**src/rtl/spc_pkg.sv**
```systemverilog
// Constants, types and descriptor helpers for the segment protection checker.
// Assumes one processor clock; shared by the checker core and its submodules.
package spc_pkg;

  localparam int unsigned SEL_W = 16;
  localparam int unsigned IDX_W = 13;
  localparam int unsigned LIM_W = 16;
  localparam int unsigned BASE_W = 24;
  localparam int unsigned ACC_W = 8;
  localparam int unsigned NSEG = 5;
  localparam int unsigned LT_SLOT = 4;

  // Selector layout
  localparam int unsigned SEL_TI = 2;
  localparam int unsigned SEL_IDX_LO = 3;

  // Access byte layout
  localparam int unsigned ACC_P = 7;
  localparam int unsigned ACC_DPL_LO = 5;
  localparam int unsigned ACC_S = 4;
  localparam int unsigned ACC_EXE = 3;
  localparam int unsigned ACC_EC = 2;
  localparam int unsigned ACC_WR = 1;
  localparam logic [3:0] SYS_TYPE_LT = 4'h2;

  // Register map (byte addresses)
  localparam logic [7:0] REG_GT_BASE = 8'h00;
  localparam logic [7:0] REG_GT_LIMIT = 8'h04;
  localparam logic [7:0] REG_LT_SEL = 8'h08;
  localparam logic [7:0] REG_LT_BASE = 8'h0C;
  localparam logic [7:0] REG_LT_LIMIT = 8'h10;
  localparam logic [7:0] REG_IO_LEVEL = 8'h14;
  localparam logic [7:0] REG_STATUS = 8'h18;
  localparam logic [7:0] REG_MASK = 8'h1C;
  localparam logic [7:0] REG_FAULT = 8'h20;

  localparam logic [23:0] RST_GT_BASE = 24'h000000;
  localparam logic [15:0] RST_GT_LIMIT = 16'hFFFF;
  localparam logic [1:0] RST_IO_LEVEL = 2'h0;

  localparam int unsigned EVT_W = 4;
  localparam int unsigned EVT_LD_FAULT = 0;
  localparam int unsigned EVT_REF_FAULT = 1;
  localparam int unsigned EVT_IO_FAULT = 2;
  localparam int unsigned EVT_LD_DONE = 3;
  localparam logic [3:0] RST_MASK = 4'h0;

  typedef enum logic [2:0] {
    TGT_ES = 3'h0, TGT_CS = 3'h1, TGT_SS = 3'h2, TGT_DS = 3'h3, TGT_LT = 3'h4
  } spc_tgt_t;

  // Bit 3 set marks a fault found at reference time or on an I/O request
  typedef enum logic [3:0] {
    CAUSE_NONE = 4'h0, CAUSE_LD_LIMIT = 4'h1, CAUSE_LD_EMPTY = 4'h2,
    CAUSE_LD_TYPE = 4'h3, CAUSE_LD_PRIV = 4'h4, CAUSE_LD_ABSENT = 4'h5,
    CAUSE_LD_NULL = 4'h6, CAUSE_REF_LIMIT = 4'h8, CAUSE_REF_TYPE = 4'h9,
    CAUSE_REF_NULL = 4'hA, CAUSE_IO_PRIV = 4'hB
  } spc_cause_t;

  function automatic logic [1:0] acc_dpl(input logic [7:0] acc);
    acc_dpl = acc[ACC_DPL_LO +: 2];
  endfunction : acc_dpl

  function automatic logic is_code(input logic [7:0] acc);
    is_code = acc[ACC_S] & acc[ACC_EXE];
  endfunction : is_code

  function automatic logic is_writable(input logic [7:0] acc);
    is_writable = acc[ACC_S] & ~acc[ACC_EXE] & acc[ACC_WR];
  endfunction : is_writable

  function automatic logic is_readable(input logic [7:0] acc);
    is_readable = acc[ACC_S] & (~acc[ACC_EXE] | acc[ACC_WR]);
  endfunction : is_readable

  function automatic logic is_expdn(input logic [7:0] acc);
    is_expdn = ~acc[ACC_EXE] & acc[ACC_EC];
  endfunction : is_expdn

  function automatic logic is_conform(input logic [7:0] acc);
    is_conform = acc[ACC_EXE] & acc[ACC_EC];
  endfunction : is_conform

endpackage : spc_pkg

```
**src/rtl/spc_top.sv**
```systemverilog
// Segment protection checker: load-time descriptor checks, hidden caches,
// reference-time limit and type checks, exception reporting.
// Assumes the partner fetches descriptors on request and holds reference
// inputs stable for the cycle in which it samples ref_go_o.
//
// Decided for this implementation: the Wishbone interface to the registers and the register offsets.
`timescale 1ns/1ps
module spc_top (
  input logic clk_i,
  input logic rst_i,
  input logic [7:0] wb_adr_i,
  input logic [31:0] wb_dat_i,
  output logic [31:0] wb_dat_o,
  input logic wb_we_i,
  input logic [3:0] wb_sel_i,
  input logic wb_cyc_i,
  input logic wb_stb_i,
  output logic wb_ack_o,
  output logic irq_o,
  input logic ld_req_i,
  input spc_pkg::spc_tgt_t ld_tgt_i,
  input logic [spc_pkg::SEL_W-1:0] ld_sel_i,
  output logic ld_busy_o,
  output logic ld_done_o,
  output logic ld_fault_o,
  output logic desc_rd_o,
  output logic [spc_pkg::BASE_W-1:0] desc_addr_o,
  input logic desc_ack_i,
  input logic [spc_pkg::ACC_W-1:0] desc_acc_i,
  input logic [spc_pkg::LIM_W-1:0] desc_lim_i,
  input logic [spc_pkg::BASE_W-1:0] desc_base_i,
  input logic ref_vld_i,
  input logic [1:0] ref_seg_i,
  input logic [spc_pkg::LIM_W-1:0] ref_off_i,
  input logic ref_wr_i,
  input logic ref_exec_i,
  output logic ref_go_o,
  output logic ref_fault_o,
  output logic [spc_pkg::BASE_W-1:0] ref_base_o,
  input logic io_req_i,
  output logic io_ok_o,
  output logic [1:0] cpl_o,
  output logic exc_o,
  output spc_pkg::spc_cause_t exc_cause_o,
  output logic [spc_pkg::SEL_W-1:0] exc_code_o
);
  import spc_pkg::*;

  typedef enum logic [1:0] {
    ST_IDLE = 2'b00,
    ST_FETCH = 2'b01,
    ST_CHECK = 2'b11
  } spc_ld_st_t;

  // Hidden caches; slot LT_SLOT is the local table register
  logic [SEL_W-1:0] sel_q [NSEG];
  logic [LIM_W-1:0] lim_q [NSEG];
  logic [BASE_W-1:0] base_q [NSEG];
  logic vld_q [NSEG];
  logic [ACC_W-1:0] acc_q [4];

  spc_ld_st_t st_q;
  spc_tgt_t tgt_q;
  logic [SEL_W-1:0] lsel_q;
  spc_cause_t pend_q;
  logic null_q;
  logic [ACC_W-1:0] dacc_q;
  logic [LIM_W-1:0] dlim_q;
  logic [BASE_W-1:0] dbase_q;
  logic [BASE_W-1:0] daddr_q;
  logic [1:0] cpl_q;
  logic done_q;
  logic ldf_q;
  logic exc_q;
  spc_cause_t cause_q;
  logic [SEL_W-1:0] code_q;
  logic [EVT_W-1:0] evt_q;

  logic [BASE_W-1:0] gt_base;
  logic [LIM_W-1:0] gt_lim;
  logic [1:0] io_level;

  logic [IDX_W-1:0] req_idx;
  logic req_ti;
  logic req_null;
  logic [LIM_W-1:0] tbl_lim;
  logic [BASE_W-1:0] tbl_base;
  spc_cause_t early_cause;
  spc_cause_t chk_cause;
  spc_cause_t fin_cause;
  logic commit;
  logic rf_fault;
  spc_cause_t rf_cause;
  logic ref_bad;
  logic io_bad;
  logic [1:0] eff_lvl;

  assign req_idx = ld_sel_i[SEL_W-1:SEL_IDX_LO];
  assign req_ti = ld_sel_i[SEL_TI];
  assign req_null = (req_idx == '0) && !req_ti;
  // Only the global table or this task's own local table are ever consulted
  assign tbl_lim = req_ti ? lim_q[LT_SLOT] : gt_lim;
  assign tbl_base = req_ti ? base_q[LT_SLOT] : gt_base;

  // Checks that need no descriptor fetch
  always_comb begin
    early_cause = CAUSE_NONE;
    if (req_null) begin
      if (ld_tgt_i == TGT_CS || ld_tgt_i == TGT_SS) begin
        early_cause = CAUSE_LD_NULL;
      end
    end else if (ld_tgt_i == TGT_LT && req_ti) begin
      early_cause = CAUSE_LD_TYPE;
    end else if (req_ti && !vld_q[LT_SLOT]) begin
      early_cause = CAUSE_LD_LIMIT;
    end else if ({req_idx, 3'h7} > tbl_lim) begin
      early_cause = CAUSE_LD_LIMIT;
    end
  end

  // Outer of current level and requester level must not be more trusted
  assign eff_lvl = (lsel_q[1:0] > cpl_q) ? lsel_q[1:0] : cpl_q;

  // Descriptor checks; order: empty, kind, privilege, presence
  always_comb begin
    chk_cause = CAUSE_NONE;
    if (dacc_q == '0) begin
      chk_cause = CAUSE_LD_EMPTY;
    end else if (tgt_q == TGT_LT) begin
      if (dacc_q[ACC_S] || dacc_q[3:0] != SYS_TYPE_LT) begin
        chk_cause = CAUSE_LD_TYPE;
      end else if (!dacc_q[ACC_P]) begin
        chk_cause = CAUSE_LD_ABSENT;
      end
    end else if (!dacc_q[ACC_S]) begin
      chk_cause = CAUSE_LD_TYPE;
    end else begin
      unique case (tgt_q)
        TGT_CS: begin
          if (!is_code(dacc_q)) begin
            chk_cause = CAUSE_LD_TYPE;
          end else if (is_conform(dacc_q) ? (acc_dpl(dacc_q) > cpl_q)
                                          : (acc_dpl(dacc_q) != cpl_q)) begin
            chk_cause = CAUSE_LD_PRIV;
          end
        end
        TGT_SS: begin
          if (!is_writable(dacc_q)) begin
            chk_cause = CAUSE_LD_TYPE;
          end else if (acc_dpl(dacc_q) != cpl_q || lsel_q[1:0] != cpl_q) begin
            chk_cause = CAUSE_LD_PRIV;
          end
        end
        default: begin
          if (!is_readable(dacc_q)) begin
            chk_cause = CAUSE_LD_TYPE;
          end else if (!is_conform(dacc_q) && acc_dpl(dacc_q) < eff_lvl) begin
            chk_cause = CAUSE_LD_PRIV;
          end
        end
      endcase
      if (chk_cause == CAUSE_NONE && !dacc_q[ACC_P]) begin
        chk_cause = CAUSE_LD_ABSENT;
      end
    end
  end

  assign fin_cause = (pend_q != CAUSE_NONE) ? pend_q :
                     null_q ? CAUSE_NONE : chk_cause;

  // Reference path is purely combinational alongside address formation
  spc_ref_check u_ref (
    .acc_i(acc_q[ref_seg_i]),
    .lim_i(lim_q[ref_seg_i]),
    .usable_i(vld_q[ref_seg_i]),
    .off_i(ref_off_i),
    .wr_i(ref_wr_i),
    .exec_i(ref_exec_i),
    .fault_o(rf_fault),
    .cause_o(rf_cause)
  );

  assign ref_bad = ref_vld_i & rf_fault;
  assign ref_fault_o = ref_bad;
  assign ref_go_o = ref_vld_i & ~rf_fault;
  assign ref_base_o = base_q[ref_seg_i];

  assign io_bad = io_req_i && (cpl_q > io_level);
  assign io_ok_o = io_req_i && !(cpl_q > io_level);

  // A pending load result waits while a reference or I/O fault holds the slot
  assign commit = (st_q == ST_CHECK) && !ref_bad && !io_bad;
  assign ld_busy_o = (st_q != ST_IDLE);
  assign desc_rd_o = (st_q == ST_FETCH);
  assign desc_addr_o = daddr_q;
  assign ld_done_o = done_q;
  assign ld_fault_o = ldf_q;
  assign cpl_o = cpl_q;
  assign exc_o = exc_q;
  assign exc_cause_o = cause_q;
  assign exc_code_o = code_q;

  always_ff @(posedge clk_i) begin
    if (rst_i) begin
      st_q <= ST_IDLE;
    end else begin
      unique case (st_q)
        ST_IDLE: begin
          if (ld_req_i) begin
            st_q <= (early_cause != CAUSE_NONE || req_null) ? ST_CHECK : ST_FETCH;
          end
        end
        ST_FETCH: begin
          if (desc_ack_i) begin
            st_q <= ST_CHECK;
          end
        end
        ST_CHECK: begin
          if (commit) begin
            st_q <= ST_IDLE;
          end
        end
      endcase
    end
  end

  always_ff @(posedge clk_i) begin
    if (rst_i) begin
      tgt_q <= TGT_ES;
      lsel_q <= '0;
      pend_q <= CAUSE_NONE;
      null_q <= 1'b0;
      daddr_q <= '0;
      dacc_q <= '0;
      dlim_q <= '0;
      dbase_q <= '0;
    end else if (st_q == ST_IDLE && ld_req_i) begin
      tgt_q <= ld_tgt_i;
      lsel_q <= ld_sel_i;
      pend_q <= early_cause;
      null_q <= req_null;
      daddr_q <= tbl_base + {8'h00, req_idx, 3'h0};
    end else if (st_q == ST_FETCH && desc_ack_i) begin
      dacc_q <= desc_acc_i;
      dlim_q <= desc_lim_i;
      dbase_q <= desc_base_i;
    end
  end

  // Hidden parts change only on a successful load
  always_ff @(posedge clk_i) begin
    if (rst_i) begin
      for (int i = 0; i < NSEG; i++) begin
        sel_q[i] <= '0;
        lim_q[i] <= '0;
        base_q[i] <= '0;
        vld_q[i] <= 1'b0;
      end
      for (int i = 0; i < 4; i++) begin
        acc_q[i] <= '0;
      end
    end else if (commit && fin_cause == CAUSE_NONE) begin
      for (int i = 0; i < NSEG; i++) begin
        if (tgt_q == spc_tgt_t'(i)) begin
          sel_q[i] <= lsel_q;
          lim_q[i] <= null_q ? '0 : dlim_q;
          base_q[i] <= null_q ? '0 : dbase_q;
          vld_q[i] <= !null_q;
        end
      end
      for (int i = 0; i < 4; i++) begin
        if (tgt_q == spc_tgt_t'(i)) begin
          acc_q[i] <= null_q ? '0 : dacc_q;
        end
      end
    end
  end

  // Current level follows the code segment, except for conforming code
  always_ff @(posedge clk_i) begin
    if (rst_i) begin
      cpl_q <= 2'h0;
    end else if (commit && fin_cause == CAUSE_NONE && tgt_q == TGT_CS
                 && !is_conform(dacc_q)) begin
      cpl_q <= acc_dpl(dacc_q);
    end
  end

  always_ff @(posedge clk_i) begin
    if (rst_i) begin
      done_q <= 1'b0;
      ldf_q <= 1'b0;
    end else begin
      done_q <= commit;
      ldf_q <= commit && (fin_cause != CAUSE_NONE);
    end
  end

  // Reference faults take the slot first: they belong to the current access
  always_ff @(posedge clk_i) begin
    if (rst_i) begin
      exc_q <= 1'b0;
      cause_q <= CAUSE_NONE;
      code_q <= '0;
      evt_q <= '0;
    end else begin
      exc_q <= 1'b0;
      evt_q <= '0;
      if (ref_bad) begin
        exc_q <= 1'b1;
        cause_q <= rf_cause;
        code_q <= sel_q[ref_seg_i] & 16'hFFFC;
        evt_q[EVT_REF_FAULT] <= 1'b1;
      end else if (io_bad) begin
        exc_q <= 1'b1;
        cause_q <= CAUSE_IO_PRIV;
        code_q <= 16'h0000;
        evt_q[EVT_IO_FAULT] <= 1'b1;
      end else if (commit && fin_cause != CAUSE_NONE) begin
        exc_q <= 1'b1;
        cause_q <= fin_cause;
        code_q <= lsel_q & 16'hFFFC;
        evt_q[EVT_LD_FAULT] <= 1'b1;
      end else if (commit) begin
        evt_q[EVT_LD_DONE] <= 1'b1;
      end
    end
  end

  spc_wb_regs u_regs (
    .clk_i(clk_i),
    .rst_i(rst_i),
    .wb_adr_i(wb_adr_i),
    .wb_dat_i(wb_dat_i),
    .wb_dat_o(wb_dat_o),
    .wb_we_i(wb_we_i),
    .wb_sel_i(wb_sel_i),
    .wb_cyc_i(wb_cyc_i),
    .wb_stb_i(wb_stb_i),
    .wb_ack_o(wb_ack_o),
    .evt_i(evt_q),
    .lt_sel_i(sel_q[LT_SLOT]),
    .lt_base_i(base_q[LT_SLOT]),
    .lt_lim_i(lim_q[LT_SLOT]),
    .fault_info_i({code_q, 10'h000, cpl_q, cause_q}),
    .gt_base_o(gt_base),
    .gt_lim_o(gt_lim),
    .io_level_o(io_level),
    .irq_o(irq_o)
  );

endmodule : spc_top

```
**src/rtl/spc_ref_check.sv**
```systemverilog
// Combinational limit and type check for one memory reference.
// Assumes the cached descriptor of the addressed segment register is stable.
`timescale 1ns/1ps
module spc_ref_check (
  input logic [spc_pkg::ACC_W-1:0] acc_i,
  input logic [spc_pkg::LIM_W-1:0] lim_i,
  input logic usable_i,
  input logic [spc_pkg::LIM_W-1:0] off_i,
  input logic wr_i,
  input logic exec_i,
  output logic fault_o,
  output spc_pkg::spc_cause_t cause_o
);
  import spc_pkg::*;

  logic in_lim;
  logic type_ok;

  // Expand-down segments own the offsets above the limit
  assign in_lim = is_expdn(acc_i) ? (off_i > lim_i) : (off_i <= lim_i);
  assign type_ok = wr_i ? is_writable(acc_i) :
                   exec_i ? is_code(acc_i) : is_readable(acc_i);

  always_comb begin
    cause_o = CAUSE_NONE;
    if (!usable_i) begin
      cause_o = CAUSE_REF_NULL;
    end else if (!in_lim) begin
      cause_o = CAUSE_REF_LIMIT;
    end else if (!type_ok) begin
      cause_o = CAUSE_REF_TYPE;
    end
  end

  assign fault_o = (cause_o != CAUSE_NONE);

endmodule : spc_ref_check

```
**src/rtl/spc_wb_regs.sv**
```systemverilog
// Wishbone classic register slave, sticky event status and interrupt.
// Assumes a single-cycle classic master; answers one cycle after the strobe.
`timescale 1ns/1ps
module spc_wb_regs (
  input logic clk_i,
  input logic rst_i,
  input logic [7:0] wb_adr_i,
  input logic [31:0] wb_dat_i,
  output logic [31:0] wb_dat_o,
  input logic wb_we_i,
  input logic [3:0] wb_sel_i,
  input logic wb_cyc_i,
  input logic wb_stb_i,
  output logic wb_ack_o,
  input logic [spc_pkg::EVT_W-1:0] evt_i,
  input logic [spc_pkg::SEL_W-1:0] lt_sel_i,
  input logic [spc_pkg::BASE_W-1:0] lt_base_i,
  input logic [spc_pkg::LIM_W-1:0] lt_lim_i,
  input logic [31:0] fault_info_i,
  output logic [spc_pkg::BASE_W-1:0] gt_base_o,
  output logic [spc_pkg::LIM_W-1:0] gt_lim_o,
  output logic [1:0] io_level_o,
  output logic irq_o
);
  import spc_pkg::*;

  logic [EVT_W-1:0] status_q;
  logic [EVT_W-1:0] mask_q;
  logic ack_q;
  logic acc_go;
  logic wr_go;
  logic rd_status;

  function automatic logic [31:0] lane_merge(input logic [31:0] old_v,
                                             input logic [31:0] new_v,
                                             input logic [3:0] sel);
    for (int i = 0; i < 4; i++) begin
      lane_merge[i*8 +: 8] = sel[i] ? new_v[i*8 +: 8] : old_v[i*8 +: 8];
    end
  endfunction : lane_merge

  assign acc_go = wb_cyc_i & wb_stb_i & ~ack_q;
  assign wr_go = acc_go & wb_we_i;
  assign rd_status = acc_go & ~wb_we_i & (wb_adr_i == REG_STATUS);
  assign wb_ack_o = ack_q;
  assign irq_o = |(status_q & mask_q);

  always_ff @(posedge clk_i) begin
    if (rst_i) begin
      ack_q <= 1'b0;
    end else begin
      ack_q <= acc_go;
    end
  end

  always_ff @(posedge clk_i) begin
    if (rst_i) begin
      gt_base_o <= RST_GT_BASE;
      gt_lim_o <= RST_GT_LIMIT;
      io_level_o <= RST_IO_LEVEL;
      mask_q <= RST_MASK;
    end else if (wr_go) begin
      unique case (wb_adr_i)
        REG_GT_BASE: begin
          gt_base_o <= BASE_W'(lane_merge({8'h00, gt_base_o}, wb_dat_i, wb_sel_i));
        end
        REG_GT_LIMIT: gt_lim_o <= LIM_W'(lane_merge({16'h0000, gt_lim_o}, wb_dat_i, wb_sel_i));
        REG_IO_LEVEL: begin
          io_level_o <= 2'(lane_merge({30'h0, io_level_o}, wb_dat_i, wb_sel_i));
        end
        REG_MASK: mask_q <= EVT_W'(lane_merge({28'h0, mask_q}, wb_dat_i, wb_sel_i));
        default: ;
      endcase
    end
  end

  // New events win over the read that clears
  always_ff @(posedge clk_i) begin
    if (rst_i) begin
      status_q <= '0;
    end else begin
      status_q <= (rd_status ? '0 : status_q) | evt_i;
    end
  end

  always_ff @(posedge clk_i) begin
    if (rst_i) begin
      wb_dat_o <= 32'h00000000;
    end else if (acc_go && !wb_we_i) begin
      unique case (wb_adr_i)
        REG_GT_BASE: wb_dat_o <= {8'h00, gt_base_o};
        REG_GT_LIMIT: wb_dat_o <= {16'h0000, gt_lim_o};
        REG_LT_SEL: wb_dat_o <= {16'h0000, lt_sel_i};
        REG_LT_BASE: wb_dat_o <= {8'h00, lt_base_i};
        REG_LT_LIMIT: wb_dat_o <= {16'h0000, lt_lim_i};
        REG_IO_LEVEL: wb_dat_o <= {30'h0, io_level_o};
        REG_STATUS: wb_dat_o <= {28'h0, status_q};
        REG_MASK: wb_dat_o <= {28'h0, mask_q};
        REG_FAULT: wb_dat_o <= fault_info_i;
        default: wb_dat_o <= 32'h00000000;
      endcase
    end
  end

endmodule : spc_wb_regs

```
**config.mk**
```make
export PLATFORM = sky130hd
export DESIGN_NAME = spc_top
export DESIGN_NICKNAME = d
export VERILOG_FILES = /design/src/rtl/spc_pkg.sv /design/src/rtl/spc_top.sv /design/src/rtl/spc_ref_check.sv /design/src/rtl/spc_wb_regs.sv
export SDC_FILE = /design/constraint.sdc
export NUM_CORES = 1
export LEC_CHECK = 0
export BUFFER_PORTS_ARGS = -buffer_cell sky130_fd_sc_hd__buf_4
export CAP_MARGIN = 20
export CELL_PAD_IN_SITES_DETAIL_PLACEMENT = 0
export CELL_PAD_IN_SITES_GLOBAL_PLACEMENT = 1
export CORE_MARGIN = 10
export CORE_UTILIZATION = 43
export CTS_CLUSTER_SIZE = 12
export DETAILED_ROUTE_END_ITERATION = 10
export HOLD_SLACK_MARGIN = 0.03
export PLACE_DENSITY = 0.75
export RECOVER_POWER = 50
export SYNTH_ARGS = -nofsm -noshare
export SYNTH_HDL_FRONTEND = slang
export SYNTH_HIERARCHICAL = 1
export SYNTH_SLANG_ARGS = --single-unit
```
**constraint.sdc**
```tcl
create_clock -name clk_i -period 11.5 [get_ports clk_i]
set_input_delay 3.45 -clock clk_i [delete_from_list [all_inputs] [get_ports clk_i]]
set_output_delay 3.45 -clock clk_i [all_outputs]
set_load 0.05 [all_outputs]
```
After elaboration in Yosys (flattened, before gate mapping) --
Memories as Yosys holds them, arrays and structs flattened. Cells that the tools add are included.
Operators by class: bitwise logic cells 51, $add $sub $neg 1, reduce and logical (&&, ||, !) cells 55, multiplexer cells 101, equality and inequality tests 23, order comparisons 7
Operators by type and width (count):
- $pmux 32 s9 | 1
- $mux 16 | 15
- $mux 24 | 7
- $mux 4 | 16
- $mux 8 | 5
- $mux 1 | 39
- $eq 8x5->1 const B | 4
- $gt 16x16->1 | 2
- $mux 3 | 10
- $or 1x1->1 | 26
- $add 24x16->24 | 1
- $reduce_and 3->1 | 8
- $and 1x1->1 | 17
- $eq 8x4->1 const B | 2
- $le 16x16->1 | 1
- $logic_and 1x1->1 | 16
- $logic_not 8->1 | 2
- $reduce_bool 4->1 | 4
- $logic_not 13->1 | 1
- $mux 2 | 6
- $eq 3x2->1 const B | 3
- $logic_not 1->1 | 9
- $eq 8x3->1 const B | 1
- $eq 8x6->1 const B | 1
- other kinds (25) | 41
Storage, ports and cells: input port bits 140, output and inout bits 112, memories kept 5, flip-flop bits (word level) 208, logic and storage cells 272, RAM bits 317
Memories:
- base_q | depth 5, bits a word 24, read ports 2, clocked after memory_dff 0, wr ports 5, line spc_top.sv:58 | logic [BASE_W-1:0] base_q [NSEG];
- lim_q | depth 5, bits a word 16, read ports 2, clocked after memory_dff 0, wr ports 5, line spc_top.sv:57 | logic [LIM_W-1:0] lim_q [NSEG];
- sel_q | depth 5, bits a word 16, read ports 2, clocked after memory_dff 0, wr ports 5, line spc_top.sv:56 | logic [SEL_W-1:0] sel_q [NSEG];
- acc_q | depth 4, bits a word 8, read ports 1, clocked after memory_dff 0, wr ports 4, line spc_top.sv:60 | logic [ACC_W-1:0] acc_q [4];
- vld_q | depth 5, bits a word 1, read ports 2, clocked after memory_dff 0, wr ports 5, line spc_top.sv:59 | logic vld_q [NSEG];

Depth between registers and ports, before layout --
depth after elaboration 24, gate-level depth with buffers 21, depth with buffers taken out 15

Cells and area by module --
The synthesis kept the hierarchy.
By module, submodules not included:
- spc_top | sequential area each 11761.3 µm², cells each 1360, instances 1, area an instance 18112.4 µm²
- spc_wb_regs | sequential area each 1661.6 µm², cells each 442, instances 1, area an instance 4129.0 µm²
- spc_ref_check | sequential area each 0.0 µm², cells each 73, instances 1, area an instance 500.5 µm²

Worst setup path before layout --
No wires, ideal clock.
path type input port to flip-flop, start point in ref_seg_i[0], end point mem base_q[3][0] (enable), cell stages on the path 18, library setup time 544 ps, setup slack -616 ps, required time 10956 ps, arrival time 11573 ps, path buffers 4, path through buf_2 > buf_2 > buf_2 > buf_1 > mux4_2 > inv_1 > ha_1 > nand4_2 > nor4_2 > a21bo_2 > a31oi_1 > xnor2_1 > or3b_1 > nand2_1 > and2_0 > and3_1 > nand3_1 > o21ai_0
RTL lines:
- start, declared | line spc_top.sv:33 | input logic [1:0] ref_seg_i,
- end, declared | line spc_top.sv:58

Final worst setup path --
start point in ref_seg_i[0], end point out ref_fault_o
Between the ends: word-level cells in the longest chain between the ends 11, elaborated cells between the ends (all ways) 20, those cells by class 2 x order compare; 6 x mux; 8 x bitwise; 1 x reduce/logical; 3 x memory
Ends and longest elaborated chain:
- branches (longest 8 deep; another with $mem_v2 5x16)
- $mux 4 (*) | line spc_ref_check.sv:26 | if (!usable_i) begin
- $reduce_bool 4->1 (*) | line spc_ref_check.sv:35 | assign fault_o = (cause_o != CAUSE_NONE);
- via rf_fault | line spc_top.sv:92 | logic rf_fault;
- $and 1x1->1 (*) | line spc_top.sv:183 | assign ref_bad = ref_vld_i & rf_fault;
- end, declared | line spc_top.sv:38 | output logic ref_fault_o,
Mark *: on every way through the listed nets, which the timed path passes.

==> results by group <==
Detailed routing
  – Iteration-0 DRC Markers: ~1200
  – Vias: 15700
  – Residual DRC: 0
  – Vias/cell: ~5.6
  – Post-Route WL: 66.0 mm
  – Post-route ant nets: 0
  – DRT Pass-1 Iters: 6
  – WL/cell: 23.8 um

Die
  – Die height: roughly 250 um
  – Die width: 247 um
  – CORE AREA: 51100 um2
  – DIE AREA: 60800 um2
  – Starting density of the core: a little over two fifths
  – Num ports: 252
  – Row count: just over 80

CTS
  – Clock sink total: 500
  – CTS Buffer Depth: 3
  – Post-cts resize count: 0
  – # Post-CTS Setup Buffers: 0
  – Hold Buf Count CTS: 0
  – H-tree depth: 2
  – CTS Buf Count: 52
  – Later-pin clock latency in the skew report: roughly 0.62 ns
  – Root buffer cell: clkbuf_16
  – CTS tree: done
  – Clock slew seen by the registers of the worst setup and hold paths: around 0.060 ns

Global routing
  – First-pass GRT wire length: around 98 mm
  – Largest net degree at the start of global routing: 84
  – Grt met3 use: 3.65%
  – Gr usage total: between 20% and 30%
  – Number of global-route vias before repair: around 15000
  – Remaining global-route overflow: 0
  – Initial antenna violation count: 1
  – GR Util met1: between 20 and 30%
  – Busiest grt layer: met2
  – M2 GR Usage: between 30% and 40%

Critical path
  – Required time of the critical path: roughly 8.1 ns
  – Crit path top cell by count: buf_4
  – RR Endpoint: sel_q[3][13]$_DFFE_PP_
  – CP peak stage delay: between 0.5 and 0.6 ns
  – Worst-path maximum fanout: 17
  – Setup CP Type: input pin to output pin
  – Kind of end point of the critical path: output pin
  – Worst reg-to-reg setup slack: 4.21 ns
  – Worst EP arrival: around 7.2 ns
  – Startpoint class of the critical path: input pin
  – R2R depth: 16
  – Crit-path slowest cell: mux4_2
  – Critical-path cell list: buf_4 > buf_4 > mux4_2 > inv_1 > ha_1 > nand4_1 > nor4_1 > a21bo_1 > a31oi_1 > xnor2_1 > or3b_1 > nand2_1 > clkinv_1 > buf_4 > buf_4
  – Origin of the critical flop-to-flop path: lim_q[3][13]$_DFFE_PP_

Layout
  – Antenna fix cells: 0
  – Post-route cell area: between 20000 and 30000 um2
  – Fin cells: around 2800
  – # fillers: 4677
  – Fin nets: 2246
  – Area grow syn2layout: 16.0%
  – Share of layout cells above drive strength 1: ~17%

Hold path
  – Worst hold start: evt_q[0]$_SDFF_PP0_
  – Sink of the worst hold path: u_regs/status_q[0]$_SDFF_PP0_
  – Hold Crit Depth: 2
  – Hold Crit Class: flip-flop to flip-flop

Placed design
  – Detailed placer's ending HPWL: 48.3 mm
  – Dpl cells: about 2700
  – GP Congestion: approximately 0.93
  – Dpl cell area: 24500 um2
  – I/O Buffers: between 200 and 250

Job
  – MaxCap Viol Count: 4

Power
  – P_leak: between 9 and 10 nW
  – Pwr Density: 156 nW/um2
  – VDD IR max: approximately 0.10 mV
  – Pwr Total: 4.00 mW

Timing
  – Worst Tran Pin Value: 3.82 ns
  – Maximum clock frequency: approximately 94 MHz
  – Clock skew: around 0.036 ns
  – Setup_tns: 0 ns
  – RSZ-0062 raised after global routing: false
  – Crit path time final: about 11 ns
  – Fin crit share: 92.6%
  – Setup violators final: 0
  – Max-slew violations: approximately 190
  – Hold Fails Final Rpt: 0
  – Slew HR: -155%

Synth
  – Mapped cell area: 22100 um2
  – Synth Area per Inst: about 12 um2
  – Yosys Warn Count: 6
  – Post-Syn Instances: ~1800

Status
  – Failing checks: max-capacitance violations, max-slew violations
  – Status: finished, violations left
## cell type report
type	instances	area [um2]	area share [%]
Sequential cell	500	12900	50.5
Tap cell	680	851	3.32
Clock buffer	82	1450	5.67
Timing Repair Buffer	266	1610	6.27
Inverter	39	146	0.571
Multi-Input combinational cell	1196	8510	33.2
Clock inverter	15	113	0.439
## metal layers
metal / vias up / wire, um
met5: - / 20
met4: 2 / 1550
met3: 83 / 4500
met2: 544 / 30800
met1: 7772 / 29100
li1: 7268 / -
## per-stage QoR
stage	utilization, %	worst slack, ns	hold WS (ns)
after floorplan	-	0.0567	0.413
after global placement	48.0	0.905	0.419
after detailed placement	48.0	0.881	0.429
after CTS	51.0	0.870	0.443
after global routing	50.2	0.523	0.451
final	50.2	0.849	0.445
## worst max-delay path, delay by kind of cell
kind,cells,cell delay (ns)
compound gates,2,0.60
xor+xnor,1,0.19
fa+ha+maj,1,0.14
buf+inv,6,1.19
mux,1,0.56
simple gates,4,1.02
## state kept, by name, summed over array words and instances (netlist names), 2 cells and up
register           cells
exc_cause_o            4
u_regs/wb_dat_o       32
u_regs/gt_lim_o       16
cpl_o                  2
lsel_q                16
pend_q                 3
u_regs/gt_base_o      24
dbase_q               24
sel_q                 72
u_regs/io_level_o      2
acc_q                 16
desc_addr_o           24
dlim_q                16
evt_q                  4
exc_code_o            14
st_q                   2
vld_q                  5
lim_q                 80
tgt_q                  3
base_q               120
dacc_q                 8
u_regs/status_q        4
u_regs/mask_q          4
## report_power, final
part	switching (mW)	internal, mW	total [mW]
Clock	0.700	0.870	1.57
Combinational	0.289	0.147	0.436
Sequential	0.0430	1.95	2.00
Total	1.03	2.97	4.00
## worst max path at each step
| stage | startpoint | to | slack, ns | depth (start not counted) |
|---|---|---|---|---|
| 2_1_floorplan | ref_seg_i[0] | ref_fault_o | 0.06 | 17 |
| 3_3_place_gp | ref_seg_i[0] | ref_fault_o | 0.91 | 15 |
| 3_5_place_dp | ref_seg_i[0] | ref_fault_o | 0.88 | 15 |
| 4_1_cts | ref_seg_i[0] | ref_fault_o | 0.87 | 15 |
| 5_1_grt | ref_seg_i[0] | ref_fault_o | 0.52 | 15 |
| 6_report | ref_seg_i[0] | ref_fault_o | 0.85 | 15 |
## layout by cell type, fill, tap and decap left out, types with 6 or more instances in the layout
| cell | instances |
|---|---|
| a22o_1 | 22 |
| nor2_1 | 102 |
| dfxtp_1 | 207 |
| o21ai_0 | 45 |
| clkbuf_1 | 133 |
| mux2i_1 | 61 |
| mux2_2 | 30 |
| o21a_1 | 7 |
| and2_1 | 37 |
| a211o_1 | 17 |
| and3_1 | 23 |
| nand4_1 | 10 |
| inv_1 | 37 |
| clkinv_1 | 7 |
| edfxtp_1 | 293 |
| xnor2_1 | 7 |
| nor4_1 | 11 |
| mux4_2 | 61 |
| conb_1 | 16 |
| clkbuf_16 | 52 |
| and4_1 | 7 |
| nand2b_1 | 7 |
| nor2b_1 | 33 |
| nor3_1 | 22 |
| buf_4 | 158 |
| a31o_2 | 15 |
| ha_1 | 50 |
| a22oi_1 | 33 |
| nand2_1 | 229 |
| and2_0 | 28 |
| a211oi_1 | 16 |
| o211ai_1 | 6 |
| nand3_1 | 55 |
| a21oi_1 | 136 |
Note: power is estimated with default switching activity, not from simulation.
